File: src/ext_bus_pkg.sv
// Package for the external bus, reset stretcher and boot select block.
// Assumes one clock, the slow reference clock at 25 MHz, nothing else.
package ext_bus_pkg;

    // Bus widths
    localparam int ADDR_W         = 22;
    localparam int DATA_W         = 16;
    localparam int NUM_SEL        = 6;

    // Reset qualifier and stretcher counts, in reference clock cycles
    localparam int QUAL_CYCLES    = 3;
    localparam int STRETCH_CYCLES = 7;
    localparam int BOOT_LATCH_AHEAD = 3;
    localparam int CNT_W          = 4;

    // Chip select reset defaults
    localparam logic [3:0] BOOT_WAIT_RESET = 4'hF;
    localparam logic [7:0] BOOT_MATCH_RESET = 8'h00;
    localparam logic [5:0] SEL_ENABLE_RESET = 6'h01;
    localparam logic [5:0] GPO_LEVEL_RESET  = 6'h1E;
    localparam logic [ADDR_W-1:0] ADDR_RESET = 22'h000000;

    // Boot targets
    localparam logic [31:0] ROM_BOOT_ADDR   = 32'h00000000;
    localparam logic [31:0] FLASH_BOOT_ADDR = 32'h40000000;

    // One chip select's programming
    typedef struct packed {
        logic [7:0] match;
        logic [3:0] wait_states;
    } sel_cfg_t;

    // Internal bus request
    typedef struct packed {
        logic        valid;
        logic        write;
        logic [31:0] addr;
        logic [1:0]  byte_en;
        logic [15:0] wdata;
    } bus_req_t;

    // Bus sequencer states
    typedef enum logic [2:0] {
        ST_IDLE   = 3'b001,
        ST_ACCESS = 3'b010,
        ST_DONE   = 3'b100
    } bus_state_t;

    // Reset stretcher states
    typedef enum logic [2:0] {
        RS_RUN     = 3'b001,
        RS_HOLD    = 3'b010,
        RS_STRETCH = 3'b100
    } rst_state_t;

endpackage : ext_bus_pkg

File: src/reset_qualifier.sv
// Qualifies one active-low reset request by a run-length count.
// Assumes request input already synchronous to the reference clock.
`timescale 1ns/1ps
module reset_qualifier
#(
    parameter int QUAL = 3
)
(
    input  wire logic ref_clk,
    input  wire logic nrst,
    input  wire logic req_n,
    output logic      qualified
);
    logic [3:0] run_reg;

    // Count consecutive low cycles; saturate at the threshold
    always_ff @(posedge ref_clk)
    begin
        if (!nrst || req_n)
            run_reg <= 4'h0;
        else if (run_reg < 4'(QUAL))
            run_reg <= run_reg + 4'h1;
    end

    assign qualified = (run_reg >= 4'(QUAL)) && !req_n;
endmodule : reset_qualifier

File: src/chip_select_decode.sv
// Decodes one chip select from internal address bits 31 to 24.
// Assumes configuration is stable while a cycle is running.
`timescale 1ns/1ps
module chip_select_decode
(
    input  wire logic [7:0] addr_hi,
    input  wire logic [7:0] match,
    input  wire logic       active,
    output logic            hit
);
    // Hit only while a bus cycle uses the address
    assign hit = active && (addr_hi == match);
endmodule : chip_select_decode

File: src/external_bus_reset_boot.sv
// External memory bus, reset request qualifier and stretcher, boot latch.
// Assumes one reference clock; pins are three signals, pads do the keeping.
// Chip select programming arrives on plain ports, not a register bus.
`timescale 1ns/1ps

// Function
// - address holds last value when idle
// - data lines undriven, pad keepers hold level
// - access type high read, low write
// - access type doubles as write strobe
// - upper lane enable low for upper byte
// - lower lane enable low for lower byte
// - option turns lane enables into write enables
// - output enable low only in reads
// - boot select on match, 15 waits reset
// - selects one-four low, reset GPO high
// - select five high, reset GPO low
// - reset request qualified after three cycles
// - reset output low at least seven cycles
// - assert on qualify, release seven after
// - latch boot mode three before release
// - low boot select fetches from flash
// - high boot select fetches from ROM
// - alternate pin resets when multiplexed
// - slow reference clock is default source
module external_bus_reset_boot
(
    input  wire logic                      ref_clk,
    input  wire logic                      nrst,
    // Internal request side
    input  wire ext_bus_pkg::bus_req_t     bus_req,
    output logic                           bus_ready,
    output logic [15:0]                    bus_rdata,
    output logic                           bus_done,
    // Programming
    input  wire ext_bus_pkg::sel_cfg_t [5:0] sel_cfg,
    input  wire logic [5:0]                sel_enable,
    input  wire logic                      sel_cfg_load,
    input  wire logic [5:0]                gpo_level,
    input  wire logic                      byte_write_mode,
    // External pins
    output logic [21:0]                    ext_address_out,
    input  wire logic [15:0]               ext_data_in,
    output logic [15:0]                    ext_data_out,
    output logic [15:0]                    ext_data_oe,
    output logic                           read_write,
    output logic                           output_enable_n,
    output logic                           upper_byte_lane_en_n,
    output logic                           lower_byte_lane_en_n,
    output logic                           boot_select_n,
    output logic [3:0]                     region_selects_n,
    output logic                           region_select_high,
    // Reset and boot
    input  wire logic                      reset_request_n,
    input  wire logic                      uart_rts_n,
    input  wire logic                      pin_alternate_select,
    input  wire logic                      watchdog_expired,
    input  wire logic                      boot_source_select,
    output logic                           reset_out_n,
    output logic                           boot_from_rom,
    output logic [31:0]                    boot_fetch_addr,
    output logic                           clock_source_fast
);
    ext_bus_pkg::bus_state_t state_reg;
    ext_bus_pkg::rst_state_t rst_state_reg;
    ext_bus_pkg::sel_cfg_t [5:0] cfg_reg;
    logic [5:0]  sel_en_reg;
    logic [5:0]  gpo_reg;
    logic [5:0]  hit;
    logic [3:0]  wait_reg;
    logic [3:0]  wait_target;
    logic        write_reg;
    logic [1:0]  lanes_reg;
    logic [31:0] addr_reg;
    logic [15:0] wdata_reg;
    logic [ext_bus_pkg::ADDR_W-1:0] ext_addr_reg;
    logic [ext_bus_pkg::CNT_W-1:0]  stretch_reg;
    logic        qual_main;
    logic        qual_alt;
    logic        reset_req;
    logic        boot_reg;
    logic        active;
    // Cycle qualifiers for the strobes, the read capture, the sequencer and the boot latch
    logic        rd_cycle;
    logic        wr_cycle;
    logic        lane_gate;
    logic        last_wait;
    logic        boot_window;

    // slow clock default, nothing here switches it
    // Moving to the fast clock belongs to the clock block
    assign clock_source_fast = 1'b0;

    // Primary request pin qualifier
    // A pulse shorter than the run length never reaches the stretcher
    reset_qualifier #(.QUAL(ext_bus_pkg::QUAL_CYCLES)) u_qual_main
    (
        .ref_clk   (ref_clk),
        .nrst      (nrst),
        .req_n     (reset_request_n),
        .qualified (qual_main)
    );

    // alternate pin only when multiplexed in
    reset_qualifier #(.QUAL(ext_bus_pkg::QUAL_CYCLES)) u_qual_alt
    (
        .ref_clk   (ref_clk),
        .nrst      (nrst),
        .req_n     (uart_rts_n | !pin_alternate_select),
        .qualified (qual_alt)
    );

    // any qualified source or watchdog
    // Watchdog is internal and trusted, so it skips the qualifier
    assign reset_req = qual_main || qual_alt || watchdog_expired;

    // Stretcher: hold while requested, then count down
    // A request inside the stretch restarts the full count
    always_ff @(posedge ref_clk)
    begin
        if (!nrst)
        begin
            rst_state_reg <= ext_bus_pkg::RS_RUN;
            stretch_reg   <= '0;
        end
        else
        begin
            unique case (rst_state_reg)
                ext_bus_pkg::RS_RUN:
                begin
                    if (reset_req)
                        rst_state_reg <= ext_bus_pkg::RS_HOLD;
                end
                ext_bus_pkg::RS_HOLD:
                begin
                    // Loaded one short: the zero count is the last low cycle
                    if (!reset_req)
                    begin
                        rst_state_reg <= ext_bus_pkg::RS_STRETCH;
                        stretch_reg   <= 4'(ext_bus_pkg::STRETCH_CYCLES - 1);
                    end
                end
                ext_bus_pkg::RS_STRETCH:
                begin
                    // seven more cycles, restart on new request
                    if (reset_req)
                        rst_state_reg <= ext_bus_pkg::RS_HOLD;
                    else if (stretch_reg == 4'h0)
                        rst_state_reg <= ext_bus_pkg::RS_RUN;
                    else
                        stretch_reg <= stretch_reg - 4'h1;
                end
                default:
                    rst_state_reg <= ext_bus_pkg::RS_RUN;
            endcase
        end
    end

    // output low in hold and stretch
    // Decoded from state only, so it cannot glitch between edges
    assign reset_out_n = (rst_state_reg == ext_bus_pkg::RS_RUN);

    // Latch point: the count equals the cycles left before release
    assign boot_window = (rst_state_reg == ext_bus_pkg::RS_STRETCH) && !reset_req
                         && (stretch_reg == 4'(ext_bus_pkg::BOOT_LATCH_AHEAD));

    // sample boot select three cycles before release
    // Later changes of the strap pin are ignored until the next reset
    always_ff @(posedge ref_clk)
    begin
        if (!nrst)
            boot_reg <= 1'b1;
        else if (boot_window)
            boot_reg <= boot_source_select;
    end

    assign boot_from_rom   = boot_reg;
    assign boot_fetch_addr = boot_reg ? ext_bus_pkg::ROM_BOOT_ADDR
                                      : ext_bus_pkg::FLASH_BOOT_ADDR;

    // programmable decode, waits and select choice
    // Held at defaults under reset_out_n too, so a watchdog reset
    // brings back the boot select and the general output levels
    always_ff @(posedge ref_clk)
    begin
        if (!nrst || !reset_out_n)
        begin
            for (int i = 0; i < 6; i++)
            begin
                cfg_reg[i].match       <= ext_bus_pkg::BOOT_MATCH_RESET;
                cfg_reg[i].wait_states <= ext_bus_pkg::BOOT_WAIT_RESET;
            end
            sel_en_reg <= ext_bus_pkg::SEL_ENABLE_RESET;
            gpo_reg    <= ext_bus_pkg::GPO_LEVEL_RESET;
        end
        else if (sel_cfg_load)
        begin
            cfg_reg    <= sel_cfg;
            sel_en_reg <= sel_enable;
            gpo_reg    <= gpo_level;
        end
    end

    // One decoder per select
    // Selects assert only in access cycles, never on an idle bus
    assign active = (state_reg == ext_bus_pkg::ST_ACCESS);
    for (genvar g = 0; g < 6; g++)
    begin : g_dec
        chip_select_decode u_dec
        (
            .addr_hi (addr_reg[31:24]),
            .match   (cfg_reg[g].match),
            .active  (active && sel_en_reg[g]),
            .hit     (hit[g])
        );
    end

    // boot select low on match
    // Enabled from reset so the first fetch can reach external flash
    assign boot_select_n = !hit[0];
    // selects one-four low, else GPO level
    // General outputs take their level straight from the loaded word
    for (genvar k = 1; k < 5; k++)
    begin : g_mid
        assign region_selects_n[k-1] = sel_en_reg[k] ? !hit[k] : gpo_reg[k];
    end
    // select five active high, else GPO level
    assign region_select_high = sel_en_reg[5] ? hit[5] : gpo_reg[5];

    // Wait count of the first matching select
    // Lowest index wins when two selects share a match value
    always_comb
    begin
        wait_target = '0;
        for (int i = 5; i >= 0; i--)
            if (sel_en_reg[i] && addr_reg[31:24] == cfg_reg[i].match)
                wait_target = cfg_reg[i].wait_states;
    end

    // Last cycle of the access, shared by sequencer and read capture
    assign last_wait = (wait_reg == wait_target);

    // Bus sequencer: one access of wait_target+1 cycles
    // One request at a time; valid is ignored until idle again
    always_ff @(posedge ref_clk)
    begin
        if (!nrst || !reset_out_n)
        begin
            state_reg <= ext_bus_pkg::ST_IDLE;
            wait_reg  <= '0;
            write_reg <= 1'b0;
            lanes_reg <= 2'h0;
            addr_reg  <= 32'h00000000;
            wdata_reg <= 16'h0000;
        end
        else
        begin
            unique case (state_reg)
                ext_bus_pkg::ST_IDLE:
                begin
                    if (bus_req.valid)
                    begin
                        state_reg <= ext_bus_pkg::ST_ACCESS;
                        write_reg <= bus_req.write;
                        lanes_reg <= bus_req.byte_en;
                        addr_reg  <= bus_req.addr;
                        wdata_reg <= bus_req.wdata;
                        wait_reg  <= '0;
                    end
                end
                ext_bus_pkg::ST_ACCESS:
                begin
                    if (last_wait)
                        state_reg <= ext_bus_pkg::ST_DONE;
                    else
                        wait_reg <= wait_reg + 4'h1;
                end
                ext_bus_pkg::ST_DONE:
                    state_reg <= ext_bus_pkg::ST_IDLE;
                default:
                    state_reg <= ext_bus_pkg::ST_IDLE;
            endcase
        end
    end

    // Handshake to the internal side
    // Ready drops under reset output, so no access starts in reset
    assign bus_ready = (state_reg == ext_bus_pkg::ST_IDLE) && reset_out_n;
    assign bus_done  = (state_reg == ext_bus_pkg::ST_DONE);

    // address only moves when a cycle starts
    // Holding the pins saves needless toggling on an idle bus
    always_ff @(posedge ref_clk)
    begin
        if (!nrst || !reset_out_n)
            ext_addr_reg <= ext_bus_pkg::ADDR_RESET;
        else if (state_reg == ext_bus_pkg::ST_IDLE && bus_req.valid)
            ext_addr_reg <= bus_req.addr[21:0];
    end
    assign ext_address_out = ext_addr_reg;

    // Read data captured on the last wait cycle
    // Output enable is still low here, so the slave is driving
    always_ff @(posedge ref_clk)
    begin
        if (!nrst)
            bus_rdata <= 16'h0000;
        else if (rd_cycle && last_wait)
            bus_rdata <= ext_data_in;
    end

    // Qualified cycle kinds; reset_out_n also guards a sequencer mid-reset
    assign rd_cycle = active && !write_reg && reset_out_n;
    assign wr_cycle = active && write_reg && reset_out_n;

    // release data pins when idle or in reset
    // Pad keepers hold the level, so nothing here drives an idle bus
    assign ext_data_out = wdata_reg;
    assign ext_data_oe  = {16{wr_cycle}};

    // high for read and idle, low during write
    // same pin serves as memory write strobe
    assign read_write = !wr_cycle;

    // output enable low only in a read
    // The slave may drive the data lines only while this is low
    assign output_enable_n = !rd_cycle;

    // byte write mode gates lanes to writes only
    // Reads then leave both lanes high, as byte-write static memories expect
    assign lane_gate = !byte_write_mode || write_reg;

    assign upper_byte_lane_en_n = !(active && reset_out_n && lanes_reg[1] && lane_gate);
    assign lower_byte_lane_en_n = !(active && reset_out_n && lanes_reg[0] && lane_gate);

endmodule : external_bus_reset_boot

File: config.mk
export PLATFORM = sky130hd
export DESIGN_NAME = external_bus_reset_boot
export DESIGN_NICKNAME = d
export VERILOG_FILES = /design/src/ext_bus_pkg.sv /design/src/reset_qualifier.sv /design/src/chip_select_decode.sv /design/src/external_bus_reset_boot.sv
export SDC_FILE = /design/constraint.sdc
export NUM_CORES = 1
export LEC_CHECK = 0
export BUFFER_PORTS_ARGS = -buffer_cell sky130_fd_sc_hd__buf_2
export CAP_MARGIN = 20
export CORE_ASPECT_RATIO = 1.5
export CORE_MARGIN = 2
export CORE_UTILIZATION = 40
export CTS_CLUSTER_DIAMETER = 40
export DETAILED_ROUTE_END_ITERATION = 12
export PLACE_DENSITY_LB_ADDON = 0.25
export SLEW_MARGIN = 10
export SYNTH_ARGS = -nofsm -noshare
export SYNTH_HDL_FRONTEND = slang
export SYNTH_SLANG_ARGS = --single-unit
File: constraint.sdc
create_clock -name ref_clk -period 3.1 [get_ports ref_clk]
set_input_delay 0.155 -clock ref_clk [delete_from_list [all_inputs] [get_ports ref_clk]]
set_output_delay 0.155 -clock ref_clk [all_outputs]
set_load 0.02 [all_outputs]
==> results of run 1 <==
## synthesized netlist by cell type, types with 3 or more instances
master and count:
a21oi_1 61, a311oi_1 5, and2_1 4, and3_1 3, buf_1 6, buf_2 4
buf_4 74, clkbuf_1 38, dfxtp_1 171, ha_1 5, inv_1 16, mux2i_1 103
nand2_1 190, nand2b_1 6, nand3_1 26, nand4_1 9, nor2_1 83, nor3_1 13
nor4_1 6, o21ai_0 10, or2_2 4, or3_1 8, or4_1 4, xnor2_1 31
xor2_1 22
## repair_timing
action	CTS	global route
buffers inserted	0	3
gates resized for setup	8	47
endpoints found under the hold margin	144	0
pin swaps	1	14
setup endpoints to repair	21	21
cloned	0	1
hold buffers	144	0
## cells in the final DEF, fill, tap and decap left out, types with 3 or more instances in the layout
| cell type | netlist | routed |
|---|---|---|
| inv_1 | 16 | 16 |
| inv_6 | 0 | 4 |
| or3_1 | 8 | 7 |
| or2_2 | 4 | 3 |
| nand2_1 | 190 | 188 |
| ha_1 | 5 | 5 |
| nor3_1 | 13 | 8 |
| bufinv_16 | 0 | 3 |
| nand3_2 | 0 | 4 |
| xor2_1 | 22 | 17 |
| mux2i_1 | 103 | 102 |
| buf_12 | 0 | 4 |
| dfxtp_4 | 0 | 3 |
| buf_2 | 4 | 241 |
| dfxtp_1 | 171 | 163 |
| a311oi_1 | 5 | 3 |
| a21oi_1 | 61 | 60 |
| xor2_2 | 0 | 4 |
| clkinvlp_4 | 0 | 3 |
| dfxtp_2 | 0 | 5 |
| nand2b_1 | 6 | 6 |
| nand4_1 | 9 | 9 |
| xnor2_2 | 0 | 7 |
| clkbuf_16 | 0 | 18 |
| nor2_1 | 83 | 81 |
| o21ai_0 | 10 | 10 |
| nor3_4 | 1 | 3 |
| xnor2_1 | 31 | 24 |
| nand3_1 | 26 | 22 |
| dlygate4sd3_1 | 0 | 144 |
| conb_1 | 1 | 32 |
| nor4_1 | 6 | 5 |
| and2_1 | 4 | 4 |
| buf_4 | 74 | 36 |
| nor3_2 | 1 | 4 |
## through the flow
stage	power, W	worst slack (ns)	cell area (sq um)
after floorplan	0.00310	-0.0549	8180
after global placement	0.00339	-0.108	9290
after detailed placement	0.00340	-0.191	9290
after CTS	0.00578	0.0157	11400
after global routing	0.00604	-0.0340	11600
final	0.00581	0.0857	11600
## final cells by class
type	instances	share of cell area [%]
well taps	260	2.79
repair buffers	429	26.3
clock buffers	18	3.68
clock inverters	13	1.54
inverters	16	0.516
flip-flops and latches	171	29.5
multi-input cells	658	35.6
## metal layers
metal	up-vias	global-route usage [%]	share of wire (%)
met5	-	0	0
met4	0	9.07	2.9
met1	3396	22.8	40
met3	42	4.63	4.8
li1	3730	-	-
met2	231	38.1	53
## kinds of logic (layout without fill, tap and decap cells)
family,count (synthesis),count (layout)
other,1,32
adder cells (fa/ha/maj),5,5
multiplexers,104,104
XOR/XNOR,53,53
buffers and inverters,141,476
AND/OR/NAND/NOR,371,371
AO/OA/AOI/OAI,93,93
flip-flops,171,171
## worst max-delay path, delay by kind of cell (launching register included)
| kind | cells | cell delay, ns |
|---|---|---|
| AOI/OAI and AO/OA | 1 | 0.34 |
| xor gates and xnor gates | 1 | 0.16 |
| buffers and inverters | 4 | 0.66 |
| DFF | 1 | 0.36 |
| muxes | 2 | 0.41 |
| and+or+nand+nor | 5 | 1.01 |
## worst paths after layout
path | start | to | slack (ns)
min | bus_req[47] | addr_reg[29] | -0.001
max reg2reg | addr_reg[24] | bus_rdata[12] | 0.09
max | addr_reg[24] | bus_rdata[12] | 0.09
min reg2reg | u_qual_alt.run_reg[3] | u_qual_alt.run_reg[3] | 0.43
## power groups by stage
stage	registers [W]	logic, W	clock network, W
2_1_floorplan	0.00243	0.000670	0
3_5_place_dp	0.00244	0.000958	0
5_1_grt	0.00241	0.00129	0.00234
6_report	0.00240	0.00119	0.00222
3_3_place_gp	0.00244	0.000950	0
4_1_cts	0.00239	0.00112	0.00227
==> impl_metrics.ini, run 1 <==
[clocking]
cts_root_buffer = clkbuf_16
numCtsBuffers = 17
cts.clk_slew.worst_paths_ns = 0.07
h-tree-depth = 4
ctsLongestPathBuffers = 2
cts_sinks = 171
cts_tree = done
clock_latency_ns = 0.44

[final_layout]
antenna_cells = 0
layout.nets = 1459
layout.cells.non_filler = 1565
seq_area_sq_um = 3440
final_layout_size_suffix_gt1_share_pct = 28.5
area_delta_synth_final_pct = 44.9
nFillCells = 1706
multi_input_area_sq_um = 4150
largest_reg_flops = 72
fin_util_pct = 59.1

[logic_synthesis]
synthArstFlopShare_pct = 0
ys.flop_type = dfxtp_1
synth_area_leaders = dfxtp_1, mux2i_1, nand2_1
synth-simple-area-share_pct = 20.7
ys_seq_area_share_pct = 42.6
synth_area_per_cell_sq_um = 8.56
postSynthCellCount = 939
muxShareOfSynthArea_pct = 13.0
ys_warn_count = 0
yosysTopAreaCell = dfxtp_1
synth_top_family_by_area = simple AND/OR/NAND/NOR gates
synth_xor_xnor_area_share_pct = 5.78
ys_types = 53
synthAdderAreaFrac_pct = 0.779
synth_edf_count = 0
syn_area_sq_um = 8040
ys_seq_elements = 171
synth_top_area_share_pct = 42.6
synth_compound_area_share_pct = 6.71

[pwr]
p_comb_share_pct = 20.5
powerDensity_nw_per_um2 = 499
pwr-share-seq_pct = 41.3
vdd_drop_max_mv = 0.329
clkPwrFrac_pct = 38.2
p_leak_nw = 5.28
power.net_switching_w = 0.00165
internal_power_w = 0.00416
swShare_pct = 28.3

[sta]
finalCritPeriodShare_pct = 97.2
setup_viol = 0
finalClockSkew_ns = 0.0138
final_max_slew_viol_count = 0
worst_slew_pin_slew_ns = 1.02
timing.final.crit_period_ns = 3.01
slew_headroom_pct = 32.2
holdWs_ns = -0.00140
hold_viol_final = 1
fin_setup_tns_ns = 0
fmax_mhz = 332
rsz0062_at_grt = yes

[grt]
grt_pass1_wl_um = 34800
grt_max_degree = 77
grt_pass1_vias = 7111
grt-ovfl-total = 0
antenna_found_initial = 0
gr-usage-all-layers_pct = 20.8

[status]
violations = hold timing
outcome = complete, but fails checks

[routing]
drc = 0
finalWirelength_um = 23000
wl_per_cell_um = 14.7
first_pass_iters = 5
drt-initial-drc-count = 337
routed-via-count = 7399
vias_per_cell = 4.73
ant_nets = 0

[run]
cap_violations = 0

[critical_path]
worstSetupPathType = reg -> reg
critPathLaunchType = flip-flop
critPathMostFrequentCell = buf_6
cp_max_fo = 8
slowest_delay_ns = 0.36
crit_required_ns = 3.47
slowest_stage = dfxtp_4
arrival_ns = 3.38
cp_cell_sequence = buf_6, xor2_1, nor4_1, buf_4, and4_4, nand3_2, a311o_1, mux2i_2, nand2_2, buf_6, nor3_4, clkbuf_16, mux2i_1
rr_worst_depth = 13
endpoint_kind = flip-flop

[placement]
dp_hpwl_um = 15400
portBuffers = 242
routabilityCongestion = 0.870
placedCellCount = 1386

[die]
die_area_sq_um = 21300
initial_utilization_pct = 40.8
die_x_um = 120
fp.dieH_um = 178
rows = 63
core_area_sq_um = 19700
io_pins = 278

[worst_hold_path]
hold_depth = 3
hold_path_class = in -> reg
No activity file was read; power rests on OpenSTA's default activity.
==> run 2, diff against run 1 <==
CORE_UTILIZATION = 25   (was 40)
==> run 2 against run 1 <==
Against the previous run: the run now ends clean; final cell count grew 11%; non-clock buffer count grew 27; hold slack gained 0.068 ns; power shrank 1.2%; combinational power grew 4%; critical path depth shrank 1; clock skew shrank 0.0025 ns; register-to-register slack lost 0.07 ns; sequential share of layout area shrank 0.82 points; routed wire length grew 9.1%; utilization shrank 21 points; critical endpoint is now bus_rdata[3]; largest cell class unchanged; largest power group unchanged; highest routed layer unchanged.
==> impl_metrics.ini, run 2 (synthesis results as in run 1) <==
[status]
outcome = completed

[sta]
rsz0062_at_grt = yes
hold_viol_final = 0
final_max_slew_viol_count = 0
finalCritPeriodShare_pct = 99.6
worst_slew_pin_slew_ns = 0.744
finalClockSkew_ns = 0.0113
fmax_mhz = 324
setup_viol = 0
timing.final.crit_period_ns = 3.09
slew_headroom_pct = 50.4

[routing]
ant_nets = 0
vias_per_cell = 4.26
wl_per_cell_um = 14.4
routed-via-count = 7429
drt-initial-drc-count = 310
first_pass_iters = 4
finalWirelength_um = 25100
drc = 0

[worst_hold_path]
hold_path_class = in -> reg

[die]
io_pins = 278
fp.dieH_um = 224
die_area_sq_um = 33600
initial_utilization_pct = 25.3
core_area_sq_um = 31700
die_x_um = 150
rows = 80

[critical_path]
worstSetupPathType = reg -> reg
critPathLaunchType = flip-flop
cp_cell_sequence = buf_6, xor2_4, nor4_4, nand3_4, nor2_2, a311oi_1, or4_1, or4_4, nor3_4, buf_12, buf_12, mux2i_1
critPathMostFrequentCell = buf_12
crit_required_ns = 3.47
arrival_ns = 3.46
endpoint_kind = flip-flop
cp_max_fo = 8
slowest_stage = or4_1
slowest_delay_ns = 0.56

[grt]
grt_pass1_vias = 7468
grt_max_degree = 71
grt-ovfl-total = 0
grt_pass1_wl_um = 38600
gr-usage-all-layers_pct = 14.9
antenna_found_initial = 1

[clocking]
cts.clk_slew.worst_paths_ns = 0.06
cts_sinks = 171
ctsLongestPathBuffers = 2
h-tree-depth = 4
numCtsBuffers = 17
clock_latency_ns = 0.45
cts_root_buffer = clkbuf_16
cts_tree = done

[final_layout]
final_cell_mix = buf_2, nand2_1, dfxtp_1
final_layout_size_suffix_gt1_share_pct = 28.8
largest_reg_flops = 72
final_common_cell = buf_2
layout.nets = 1486
fin_util_pct = 37.6
area_delta_synth_final_pct = 48.5
seq_area_sq_um = 3430
nFillCells = 3187
multi_input_area_sq_um = 4100

[placement]
dp_hpwl_um = 17700
routabilityCongestion = 0.800
portBuffers = 242

[pwr]
powerDensity_nw_per_um2 = 481
vdd_drop_max_mv = 0.356
p_leak_nw = 5.39
p_total_w = 0.00574

[run]
cap_violations = 0
==> run 2: power breakdown <==
group	leakage [nW]	internal, W	switching, W
Sequential	1.40	0.00231	0.0000857
Combinational	3.72	0.000597	0.000639
Clock	0.272	0.00116	0.000950
Total	5.39	0.00407	0.00167
==> run 2: area by class of cell <==
class                      instances  area share, %
tap                              410           4.30
sequential                       171           28.7
antenna                            1         0.0210
multi-input combinational        658           34.4
clock inverter                    11          0.912
inverter                          16          0.503
clock buffer                      21           3.86
timing repair buffer             456           27.3
==> run 2: metrics by stage <==
step | setup WS [ns] | TNS (ns) | hold slack, ns | instance area (sq um) | instances
after floorplan | -0.0549 | -0.549 | 0.283 | 8180 | 970
after CTS | -0.00654 | -0.00654 | 0.0215 | 11800 | 1741
after global routing | -0.157 | -1.89 | 0.0498 | 11900 | 1744
after detailed placement | -0.148 | -2.14 | 0.374 | 9580 | 1553
final | 0.0131 | 0 | 0.0665 | 11900 | 1744
after global placement | -0.0716 | -1.14 | 0.372 | 9580 | 1553
==> run 2: final timing paths <==
kind         cells after the start  slack, ns              startpoint                     end
max                             12       0.01            addr_reg[29]            bus_rdata[3]
min                              3       0.07    pin_alternate_select   u_qual_alt.run_reg[3]
max reg2reg                     12       0.01            addr_reg[29]            bus_rdata[3]
min reg2reg                      2       0.43  u_qual_main.run_reg[2]  u_qual_main.run_reg[2]
==> run 2: routing by layer <==
layer  vias to the layer above  wire, um  GRT usage, %  part of all wire [%]
li1                       3779         -             -                     -
met5                         -         0             0                     0
met2                       222     12800          26.8                    51
met4                         0       574          5.66                   2.3
met3                        28      1370          3.58                   5.5
met1                      3400     10300          16.8                    41
==> run 2: repair_timing <==
item                                    4_1_cts  5_1_grt
hold endpoints to repair                    150        0
hold buffers                                150        0
gates cloned                                  1        0
endpoints found under the setup margin       18       22
resized for setup                            19       23
pin swaps                                     6        8
setup buffers                                 5        2
==> run 2: critical path, delay by kind of cell, from the launching register on <==
family,cells,cell delay [ns]
AO/OA/AOI/OAI,1,0.05
XOR/XNOR,1,0.18
buffers and inverters,3,0.41
flip-flops,1,0.34
multiplexers,1,0.18
AND/OR/NAND/NOR,6,1.83
==> run 3, diff against run 2 <==
CELL_PAD_IN_SITES_DETAIL_PLACEMENT = 1   (was default)
CELL_PAD_IN_SITES_GLOBAL_PLACEMENT = 1   (was default)
==> run 3 against run 2 <==
Against the previous run: routed wire length is 9.0% higher; utilization hardly changed; sequential power hardly changed; count of clock-buffer cells in the layout is 1 lower; design area is 0.11% higher; critical path depth is 1 higher; non-clock buffer count is 5 lower; clock skew is 0.0011 ns higher; global-route usage is 1.5 points higher; critical path type unchanged; critical endpoint is now bus_rdata[12].
==> impl_metrics.ini, run 3 (synthesis results as in run 1) <==
[clocking]
cts_tree = done
ctsLongestPathBuffers = 2
clock_latency_ns = 0.45
cts_sinks = 171
h-tree-depth = 4
cts_root_buffer = clkbuf_16
numCtsBuffers = 17
cts.clk_slew.worst_paths_ns = 0.07

[die]
io_pins = 278
fp.dieH_um = 224
core_area_sq_um = 31700
initial_utilization_pct = 25.3
rows = 80
die_x_um = 150
die_area_sq_um = 33600

[sta]
hold_viol_final = 0
setup_ws_ns = 0.0782
timing.final.crit_period_ns = 3.02
fmax_mhz = 331
rsz0062_at_grt = yes
final_max_slew_viol_count = 0
finalCritPeriodShare_pct = 97.5
worst_slew_pin_slew_ns = 0.727
setup_viol = 0
finalClockSkew_ns = 0.0124
slew_headroom_pct = 51.5

[pwr]
vdd_drop_max_mv = 0.380
internal_power_w = 0.00421
powerDensity_nw_per_um2 = 496
swShare_pct = 29.0
clkPwrFrac_pct = 38.4
p_comb_share_pct = 21.1
p_leak_nw = 5.39
power.net_switching_w = 0.00172
pwr-share-seq_pct = 40.4

[critical_path]
endpoint_kind = flip-flop
crit_required_ns = 3.47
critPathLaunchType = flip-flop
rr_worst_depth = 13
cp_max_fo = 8
arrival_ns = 3.39
worstSetupPathType = reg -> reg

[routing]
ant_nets = 0
drc = 0
wl_per_cell_um = 15.7
drt-initial-drc-count = 279
vias_per_cell = 4.37
routed-via-count = 7592
finalWirelength_um = 27300
first_pass_iters = 4

[placement]
portBuffers = 242
dpl_worst_slack_ns = -0.266
placedCellCount = 1551
dp_hpwl_um = 19100
routabilityCongestion = 0.780
place_area_sq_um = 9590

[final_layout]
fin_util_pct = 37.6
layout.cells.non_filler = 1738
area_delta_synth_final_pct = 48.7
final_layout_size_suffix_gt1_share_pct = 28.9
largest_reg_flops = 72
layout.nets = 1481
final_common_cell = buf_2
stdcell_area_sq_um = 11900
antenna_cells = 0
final_cell_mix = buf_2, nand2_1, dfxtp_1

[worst_hold_path]
hold_depth = 3
hold_path_class = in -> reg

[run]
cap_violations = 0

[grt]
gr-usage-all-layers_pct = 16.4
grt_pass1_wl_um = 42600
grt_pass1_vias = 8147
grt_max_degree = 73
grt-ovfl-total = 0
antenna_found_initial = 1

[status]
outcome = completed
-- run 3: metal layers --
layer / share of wire (%) / global-route usage (%)
met4: 2.4 / 5.90
met5: 0.048 / 0
met3: 4.9 / 3.95
met2: 52 / 30.5
met1: 40 / 17.7
-- run 3: timing repair --
item                                    4_1_cts  5_1_grt
endpoints found under the setup margin       21       21
setup buffers                                 4        4
pin swaps                                     3       10
gates resized for setup                      26       27
cloned                                        1        0
endpoints found under the hold margin       148        0
hold buffers                                148        0
-- run 3: power groups by stage --
stage          registers, W  clock network (W)  logic [W]
6_report            0.00240            0.00228    0.00125
5_1_grt             0.00241            0.00244    0.00137
4_1_cts             0.00239            0.00236    0.00123
3_5_place_dp        0.00244                  0    0.00103
3_3_place_gp        0.00244                  0    0.00101
2_1_floorplan       0.00243                  0   0.000670
-- run 3: through the flow --
| stage | TNS [ns] | power, W | hold slack [ns] |
|---|---|---|---|
| after floorplan | -0.549 | 0.00310 | 0.283 |
| after global placement | -2.96 | 0.00345 | 0.377 |
| after detailed placement | -4.35 | 0.00347 | 0.377 |
| after CTS | -0.365 | 0.00598 | 0.00123 |
| after global routing | -0.405 | 0.00622 | 0.00173 |
| final | 0 | 0.00593 | 0.0173 |
-- run 3: final timing paths --
check	slack (ns)	start	end
max	0.08	addr_reg[30]	bus_rdata[12]
min	0.02	bus_req[46]	addr_reg[28]
max reg2reg	0.08	addr_reg[30]	bus_rdata[12]
min reg2reg	0.43	u_qual_alt.run_reg[3]	u_qual_alt.run_reg[3]
-- run 3: area by class of cell --
cell class | count | area, sq um
clock buffers | 20 | 447
clock inverters | 12 | 163
fillers | 3710 | 19800
inverters | 16 | 60.1
multi-input cells | 658 | 4120
flip-flops and latches | 171 | 3430
well taps | 410 | 513
repair buffers | 451 | 3210
-- run 3: worst max-delay path, cell delays in order (launching register included) --
cell	delay, ns
dfxtp_4	0.36
buf_8	0.14
xor2_4	0.18
nor4_4	0.04
buf_4	0.16
and3_4	0.20
buf_4	0.14
a21oi_1	0.11
a211oi_1	0.08
or4_1	0.44
or4_4	0.48
nor3_4	0.17
buf_6	0.20
mux2i_1	0.21
